`src/pkg/tmr_pkg.sv`:
```
// constants shared by the eight-bit timer block: register offsets, field
// positions, reset values and cycle counts.
// assumes clk_i is the oscillator clock; four of its cycles make one
// instruction cycle.
package tmr_pkg;

	// ------------------------------------------------------------------
	// clocking
	// ------------------------------------------------------------------
	localparam int CLK_FREQ_HZ = 50_000_000;
	localparam int OSC_PER_INST = 4;
	localparam int INHIBIT_INST_CYCLES = 2;
	localparam int CNT_W = 8;

	// ------------------------------------------------------------------
	// register offsets
	// ------------------------------------------------------------------
	localparam logic [3:0] OFS_COUNT = 4'h0;
	localparam logic [3:0] OFS_OPTION = 4'h1;
	localparam logic [3:0] OFS_IRQ_CONTROL = 4'h2;

	// ------------------------------------------------------------------
	// option register fields
	// ------------------------------------------------------------------
	localparam int BIT_SOURCE_SELECT = 5;
	localparam int BIT_EDGE_SELECT = 4;
	localparam int BIT_PRESCALER_BYPASS = 3;
	localparam int BIT_RATE_HI = 2;
	localparam int BIT_RATE_LO = 0;
	localparam logic [7:0] OPTION_RESET = 8'hff;

	// ------------------------------------------------------------------
	// interrupt control register fields
	// ------------------------------------------------------------------
	localparam int BIT_OVERFLOW_IRQ_ENABLE = 5;
	localparam int BIT_OVERFLOW_FLAG = 2;
	localparam logic [7:0] IRQ_CONTROL_RESET = 8'h00;
	localparam logic [7:0] COUNT_RESET = 8'h00;

endpackage

```
`src/logic/prescale_divider.sv`:
```
// shared-free prescaler for the eight-bit timer: divides a pulse stream by
// two to the power of (rate + 1), or passes it through when bypassed.
// assumes src_i is a one-cycle pulse on clk_i.
`timescale 1ns/1ps
module prescale_divider #(
	parameter int WIDTH = 8
) (
	// clock and reset
	input wire logic clk_i,
	input wire logic rst_i,
	// control
	input wire logic clear_i,
	input wire logic bypass_i,
	input wire logic [2:0] rate_i,
	// pulses
	input wire logic src_i,
	output logic tick_o
);

	logic [WIDTH-1:0] cnt_q;
	logic at_end;

	function automatic logic [WIDTH-1:0] rate_mask(input logic [2:0] r);
		rate_mask = WIDTH'((16'h0002 << r) - 16'h0001);
	endfunction

	// a lowered rate may leave the count above the new end; >= ends it at once
	assign at_end = cnt_q >= rate_mask(rate_i);
	assign tick_o = bypass_i ? src_i : (src_i && at_end);

	always_ff @(posedge clk_i) begin
		if (rst_i || clear_i) begin
			cnt_q <= '0;
		end else if (src_i && !bypass_i) begin
			cnt_q <= at_end ? '0 : cnt_q + 1'b1;
		end
	end
endmodule // prescale_divider

```
`src/logic/eight_bit_timer.sv`:
```
// eight-bit timer/counter with prescaler, overflow flag and irq request.
// assumes clk_i is the oscillator, the register port is driven on clk_i,
// sleep_i comes from logic on clk_i and ext_count_pin_i is asynchronous.
//
// Notes on behaviour
// - unscaled timer mode: one per instruction cycle
// - timer source is oscillator over four
// - source select clear: timer; set: pin
// - count write blocks increments two instruction cycles
// - counter mode counts selected pin edge
// - edge select one falling, zero rising
// - pin edges synchronised before counting
// - bypass clear inserts prescaler; set gives 1:1
// - eight ratios from 1:2 to 1:256
// - rate code is power of two
// - prescaler count hidden from software
// - count write clears the prescaler
// - wrap from ff to 00 signals overflow
// - flag sets regardless of irq enable
// - only software clears the overflow flag
// - irq request only while enable set
// - sleep freezes count, no overflow wake
// - prescaler belongs to this timer only
//
// The address map and the plain strobed port were decided locally.
`timescale 1ns/1ps
module eight_bit_timer (
	// clock and reset
	input wire logic clk_i,
	input wire logic rst_i,
	// register port
	input wire logic [3:0] addr_i,
	input wire logic [7:0] wdata_i,
	input wire logic wr_i,
	input wire logic rd_i,
	output logic [7:0] rdata_o,
	// pins and system
	input wire logic ext_count_pin_i,
	input wire logic sleep_i,
	// status
	output logic irq_o,
	output logic overflow_o
);

	// ------------------------------------------------------------------
	// registers and decode
	// ------------------------------------------------------------------
	logic [7:0] count_register_q;
	logic [7:0] option_q;
	logic overflow_irq_enable_q;
	logic overflow_flag_q;
	logic [7:0] rdata_q;
	logic overflow_q;

	logic count_wr;
	logic option_wr;
	logic irq_wr;
	logic source_select;
	logic edge_select;
	logic prescaler_bypass;
	logic [2:0] prescale_rate;

	function automatic logic hit(input logic [3:0] a, input logic [3:0] ofs);
		hit = (a == ofs);
	endfunction

	assign count_wr = wr_i && hit(addr_i, tmr_pkg::OFS_COUNT);
	assign option_wr = wr_i && hit(addr_i, tmr_pkg::OFS_OPTION);
	assign irq_wr = wr_i && hit(addr_i, tmr_pkg::OFS_IRQ_CONTROL);

	assign source_select = option_q[tmr_pkg::BIT_SOURCE_SELECT];
	assign edge_select = option_q[tmr_pkg::BIT_EDGE_SELECT];
	assign prescaler_bypass = option_q[tmr_pkg::BIT_PRESCALER_BYPASS];
	assign prescale_rate = option_q[tmr_pkg::BIT_RATE_HI:tmr_pkg::BIT_RATE_LO];

	// ------------------------------------------------------------------
	// instruction cycle
	// ------------------------------------------------------------------
	localparam logic [1:0] PHASE_LAST = 2'(tmr_pkg::OSC_PER_INST - 1);
	logic [1:0] phase_q;
	logic inst_tick;

	always_ff @(posedge clk_i) begin
		if (rst_i) begin
			phase_q <= 2'h0;
		end else begin
			phase_q <= (phase_q == PHASE_LAST) ? 2'h0 : phase_q + 2'h1;
		end
	end

	assign inst_tick = (phase_q == PHASE_LAST);

	// ------------------------------------------------------------------
	// external pin synchroniser and edge select
	// ------------------------------------------------------------------
	logic pin_meta_q;
	logic pin_sync_q;
	logic pin_prev_q;
	logic pin_rise;
	logic pin_fall;
	logic pin_edge;

	always_ff @(posedge clk_i) begin
		if (rst_i) begin
			pin_meta_q <= 1'b0;
			pin_sync_q <= 1'b0;
			pin_prev_q <= 1'b0;
		end else begin
			pin_meta_q <= ext_count_pin_i;
			pin_sync_q <= pin_meta_q;
			pin_prev_q <= pin_sync_q;
		end
	end

	assign pin_rise = pin_sync_q && !pin_prev_q;
	assign pin_fall = !pin_sync_q && pin_prev_q;
	assign pin_edge = edge_select ? pin_fall : pin_rise;

	// ------------------------------------------------------------------
	// count source and prescaler
	// ------------------------------------------------------------------
	logic raw_src;
	logic presc_tick;

	// sleep stops the source itself, so nothing downstream can move
	assign raw_src = !sleep_i && (source_select ? pin_edge : inst_tick);

	// this divider serves the timer alone
	prescale_divider #(
		.WIDTH(tmr_pkg::CNT_W)
	) u_presc (
		.clk_i(clk_i),
		.rst_i(rst_i),
		.clear_i(count_wr),
		.bypass_i(prescaler_bypass),
		.rate_i(prescale_rate),
		.src_i(raw_src),
		.tick_o(presc_tick)
	);

	// ------------------------------------------------------------------
	// write inhibit
	// ------------------------------------------------------------------
	localparam logic [1:0] INHIBIT_LOAD = 2'(tmr_pkg::INHIBIT_INST_CYCLES);
	logic [1:0] inhibit_q;
	logic count_inc;

	// prescaled ticks landing in the inhibit window are dropped, not deferred
	always_ff @(posedge clk_i) begin
		if (rst_i) begin
			inhibit_q <= 2'h0;
		end else if (count_wr) begin
			inhibit_q <= INHIBIT_LOAD;
		end else if (inst_tick && !sleep_i && inhibit_q != 2'h0) begin
			inhibit_q <= inhibit_q - 2'h1;
		end
	end

	assign count_inc = presc_tick && (inhibit_q == 2'h0) && !count_wr;

	// ------------------------------------------------------------------
	// counter and overflow
	// ------------------------------------------------------------------
	logic wrap;

	assign wrap = count_inc && (count_register_q == 8'hff);

	always_ff @(posedge clk_i) begin
		if (rst_i) begin
			count_register_q <= tmr_pkg::COUNT_RESET;
		end else if (count_wr) begin
			count_register_q <= wdata_i;
		end else if (count_inc) begin
			count_register_q <= count_register_q + 8'h01;
		end
	end

	always_ff @(posedge clk_i) begin
		if (rst_i) begin
			overflow_q <= 1'b0;
		end else begin
			overflow_q <= wrap;
		end
	end

	// ------------------------------------------------------------------
	// control registers
	// ------------------------------------------------------------------
	always_ff @(posedge clk_i) begin
		if (rst_i) begin
			option_q <= tmr_pkg::OPTION_RESET;
		end else if (option_wr) begin
			option_q <= wdata_i;
		end
	end

	always_ff @(posedge clk_i) begin
		if (rst_i) begin
			overflow_irq_enable_q <= tmr_pkg::IRQ_CONTROL_RESET[tmr_pkg::BIT_OVERFLOW_IRQ_ENABLE];
		end else if (irq_wr) begin
			overflow_irq_enable_q <= wdata_i[tmr_pkg::BIT_OVERFLOW_IRQ_ENABLE];
		end
	end

	// a wrap in the same cycle as a clearing write keeps the flag set
	always_ff @(posedge clk_i) begin
		if (rst_i) begin
			overflow_flag_q <= tmr_pkg::IRQ_CONTROL_RESET[tmr_pkg::BIT_OVERFLOW_FLAG];
		end else if (wrap) begin
			overflow_flag_q <= 1'b1;
		end else if (irq_wr) begin
			overflow_flag_q <= wdata_i[tmr_pkg::BIT_OVERFLOW_FLAG];
		end
	end

	// ------------------------------------------------------------------
	// read port
	// ------------------------------------------------------------------
	logic [7:0] rd_mux;

	always_comb begin
		rd_mux = 8'h00;
		case (addr_i)
			tmr_pkg::OFS_COUNT: begin
				rd_mux = count_register_q;
			end
			tmr_pkg::OFS_OPTION: begin
				rd_mux = option_q;
			end
			tmr_pkg::OFS_IRQ_CONTROL: begin
				rd_mux[tmr_pkg::BIT_OVERFLOW_IRQ_ENABLE] = overflow_irq_enable_q;
				rd_mux[tmr_pkg::BIT_OVERFLOW_FLAG] = overflow_flag_q;
			end
			default: begin
				rd_mux = 8'h00;
			end
		endcase
	end

	always_ff @(posedge clk_i) begin
		if (rst_i) begin
			rdata_q <= 8'h00;
		end else begin
			rdata_q <= rd_i ? rd_mux : 8'h00;
		end
	end

	// ------------------------------------------------------------------
	// outputs
	// ------------------------------------------------------------------
	assign rdata_o = rdata_q;
	assign irq_o = overflow_flag_q && overflow_irq_enable_q;
	assign overflow_o = overflow_q;
endmodule // eight_bit_timer

```
`config.mk`:
```
export PLATFORM = sky130hd
export DESIGN_NAME = eight_bit_timer
export DESIGN_NICKNAME = d
export VERILOG_FILES = /design/src/pkg/tmr_pkg.sv /design/src/logic/prescale_divider.sv /design/src/logic/eight_bit_timer.sv
export SDC_FILE = /design/constraint.sdc
export NUM_CORES = 1
export LEC_CHECK = 0
export BUFFER_PORTS_ARGS = -buffer_cell sky130_fd_sc_hd__buf_4
export CORE_ASPECT_RATIO = 1.1
export CORE_MARGIN = 10
export CORE_UTILIZATION = 29
export DETAILED_ROUTE_END_ITERATION = 8
export GPL_ROUTABILITY_DRIVEN = 0
export HOLD_SLACK_MARGIN = 0.06
export PLACE_DENSITY = 0.57
export SLEW_MARGIN = 20
export SYNTH_ARGS = -nofsm -noshare
export SYNTH_HDL_FRONTEND = slang
export SYNTH_SLANG_ARGS = --single-unit
```
`constraint.sdc`:
```
create_clock -name clk_i -period 5.7 [get_ports clk_i]
set_input_delay 0.57 -clock clk_i [delete_from_list [all_inputs] [get_ports clk_i]]
set_output_delay 0.57 -clock clk_i [all_outputs]
set_load 0.1 [all_outputs]
```
==> flow_summary.toml <==
[setup_path]
worstPathArrival_ps = 3360
critical_path.slowest_cell = "or4_1"
max_stage_delay_ps = 520
start_kind = "flop"
crit_type = "reg -> reg"
critical_path_buf_inv_count = 1
end_kind = "flop"
worstPathRequired_ps = 5910
crit_chain = "or3_1 > ha_1 > nor3_1 > a21o_1 > a21oi_1 > ha_1 > a21oi_1 > o21ai_0 > a211oi_1 > buf_4 > or4_1 > a311oi_1"
critPathTopFamily = "simple AND/OR/NAND/NOR gates"
cp_max_fo = 18

[timing]
grt_setup_unrepaired = "false"
relSlewSlack_pct = 44.9
drv_slew = 0
whs_ps = 438
setup_ws_ps = 2550
fin_crit_ps = 3150
timing.setup.tns_ps = 0
setup_viol = 0
final_hold_viol_count = 0
clock_skew_ps = 8.20
max_clock_freq_ghz = 0.317
period_share_pct = 55.3
worstMarginPinSlew_ps = 825

[logic_synthesis]
ys_types = 45
synth_cells = 258
ys_seq_area_share_pct = 38.5
yosys_register_bits = 42
yosys_warnings = 0
synth_area_per_cell_um2 = 8.46
syn-cell-area_mm2 = 0.00218
synth_nets = 288

[floorplanning]
die_area_mm2 = 0.0114
core_mm2 = 0.00739
rows = 33
die_height_um = 111
start_util_pct = 29.5
die_w_um = 103
ioPinCount = 28

[drt]
firstDrtPassIters = 4
drc = 0
vias = 1888
drtIter0Drc = 70
routedWlPerCell_um = 13.9
via_per_inst = 5.08
ant_nets = 0
totalWireLength_um = 5180

[power]
leakage_nw = 1.00
p_comb_share_pct = 8.7
p_total_mw = 0.558
p_sw_share_pct = 26.5
clockPowerShare_pct = 36.4
power.switching_mw = 0.148
powerDensity_mw_per_mm2 = 219
p_int_mw = 0.410
max-vdd-ir-drop_v = 0.000110
seqPwrFrac_pct = 54.9

[finish]
nFillCells = 767
design_area_mm2 = 0.00255
nets = 314
antenna_cells = 0
final_cells = 372
drive_gt1_share_pct = 15.4
syn_to_final_growth_pct = 16.7
final_core_util_pct = 34.5

[run]
cap_violations = 0

[cts]
postCtsHoldBufs = 0
clk_path_buf_depth = 2
cts-root-buf = "clkbuf_8"
h-tree-depth = 2
clkTransAtPathRegs_ps = 90
cts.sinks = 42
post-cts-setup-buffer-count = 0
cts_tree = "built"
cts_buffers = 5
clock_latency_ps = 300
ctsResizeCount = 0

[grt]
grt_max_degree = 27
antenna_found_initial = 0
grt.total_usage_pct = 9.32
grt_pass1_wl_um = 8690
overflow = 0
first_global_vias = 1793

[placed_design]
port-buffer-count = 27
postPlaceCellArea_mm2 = 0.00245
pre_cts_ws_ps = 2590
placedCellCount = 364
hpwl_um = 4000

[status]
status = "finished, final reports clean"

[min_path]
hold_class = "reg -> reg"
-- metal layers --
| metal | vias up | share of wire (%) | GRT usage (%) |
|---|---|---|---|
| li1 | 985 | - | - |
| met1 | 876 | 48 | 12.2 |
| met2 | 23 | 48 | 14.4 |
| met3 | 4 | 3.1 | 2.31 |
| met4 | 0 | 1.3 | 3.11 |
| met5 | - | 0 | 0 |
-- flip-flops by register name, indices dropped and copies added (netlist names) --
signal	flops
inhibit_q	2
pin_meta_q	1
overflow_flag_q	1
pin_sync_q	1
count_register_q	8
option_q	8
overflow_irq_enable_q	1
u_presc.cnt_q	8
phase_q	2
pin_prev_q	1
rdata_o	8
overflow_o	1
-- cell usage in the layout, fill, tap and decap left out, drive strengths merged, types with 2 or more instances in the layout --
| cell | n |
|---|---|
| nor2 | 32 |
| and3 | 4 |
| nor2b | 5 |
| nand3b | 9 |
| and2 | 3 |
| inv | 6 |
| nand4 | 3 |
| or4 | 4 |
| a21oi | 16 |
| o21a | 3 |
| a211oi | 2 |
| a22oi | 6 |
| or3 | 5 |
| nor4 | 5 |
| nor3 | 5 |
| mux2i | 4 |
| xnor2 | 3 |
| xor2 | 3 |
| o21ai | 8 |
| ha | 12 |
| dfxtp | 42 |
| nand3 | 11 |
| buf | 28 |
| nor3b | 2 |
| nand2b | 3 |
| clkbuf | 5 |
| nand2 | 34 |
| a311oi | 7 |
| o31ai | 3 |
-- Yosys cell counts, drive strengths merged --
library cell | instances | area share [%]
nor3 | 5 | 1.1
nand4 | 3 | 0.86
and2 | 3 | 0.86
o211a | 1 | 0.46
nor4b | 1 | 0.69
dfxtp | 42 | 39
nor3b | 2 | 0.69
a211oi | 2 | 0.69
and3 | 4 | 1.1
and3b | 1 | 0.40
a21oi | 16 | 3.7
o31ai | 3 | 1.0
nand2 | 34 | 5.8
nand3 | 11 | 3.1
o21ai | 8 | 1.8
inv | 5 | 0.86
a21o | 1 | 0.34
nand3b | 9 | 3.1
or2 | 1 | 0.29
clkbuf | 6 | 1.0
dlygate4sd3 | 1 | 0.46
a211o | 1 | 0.40
or4 | 4 | 1.4
nor2b | 5 | 1.4
or3 | 5 | 1.5
buf | 2 | 0.69
or3b | 1 | 0.52
ha | 12 | 6.9
xor2 | 3 | 1.2
a22oi | 6 | 2.1
xnor2 | 3 | 1.2
nor2 | 32 | 5.5
a31oi | 1 | 0.29
nand2b | 3 | 0.86
o21bai | 1 | 0.34
o21a | 3 | 1.0
a311o | 1 | 0.52
mux2i | 4 | 1.8
a311oi | 7 | 3.6
nor4 | 5 | 1.7
-- kinds of logic (layout without fill, tap and decap cells) --
family                     count (synthesis)  in the layout  synth area share (%)
xor gates and xnor gates                   6              6                  2.41
adders and majority gates                 12             12                  6.88
DFF                                       42             42                  38.5
AOI/OAI and AO/OA                         51             51                  16.3
buffers and inverters                     14             41                  3.04
muxes                                      4              4                  1.83
and+or+nand+nor                          129            129                  31.0
-- power by group through the flow --
stage	combinational, mW	sequential (mW)	clock [mW]
detailed placement	0.0487	0.313	0
global route	0.0538	0.308	0.217
CTS	0.0488	0.307	0.207
finish	0.0484	0.306	0.203
global placement	0.0482	0.313	0
floorplan	0.0261	0.315	0
-- cell type report --
class	instances	area [um2]	share of cell area [%]
clock buffer	5	68.8	2.70
timing repair buffer	28	210	8.25
multi-input combinational	202	1270	50.0
sequential	42	841	33.0
clock inverter	3	25.0	0.982
tap	87	109	4.27
inverter	5	18.8	0.737
-- final timing paths --
kind	endpoint	startpoint	cells after the start	slack, ps
min reg2reg	phase_q[0]	phase_q[0]	1	440
max	count_register_q[4]	option_q[0]	12	2550
min	phase_q[0]	phase_q[0]	1	440
max reg2reg	count_register_q[4]	option_q[0]	12	2550
Power figures use the tool's default switching activity.
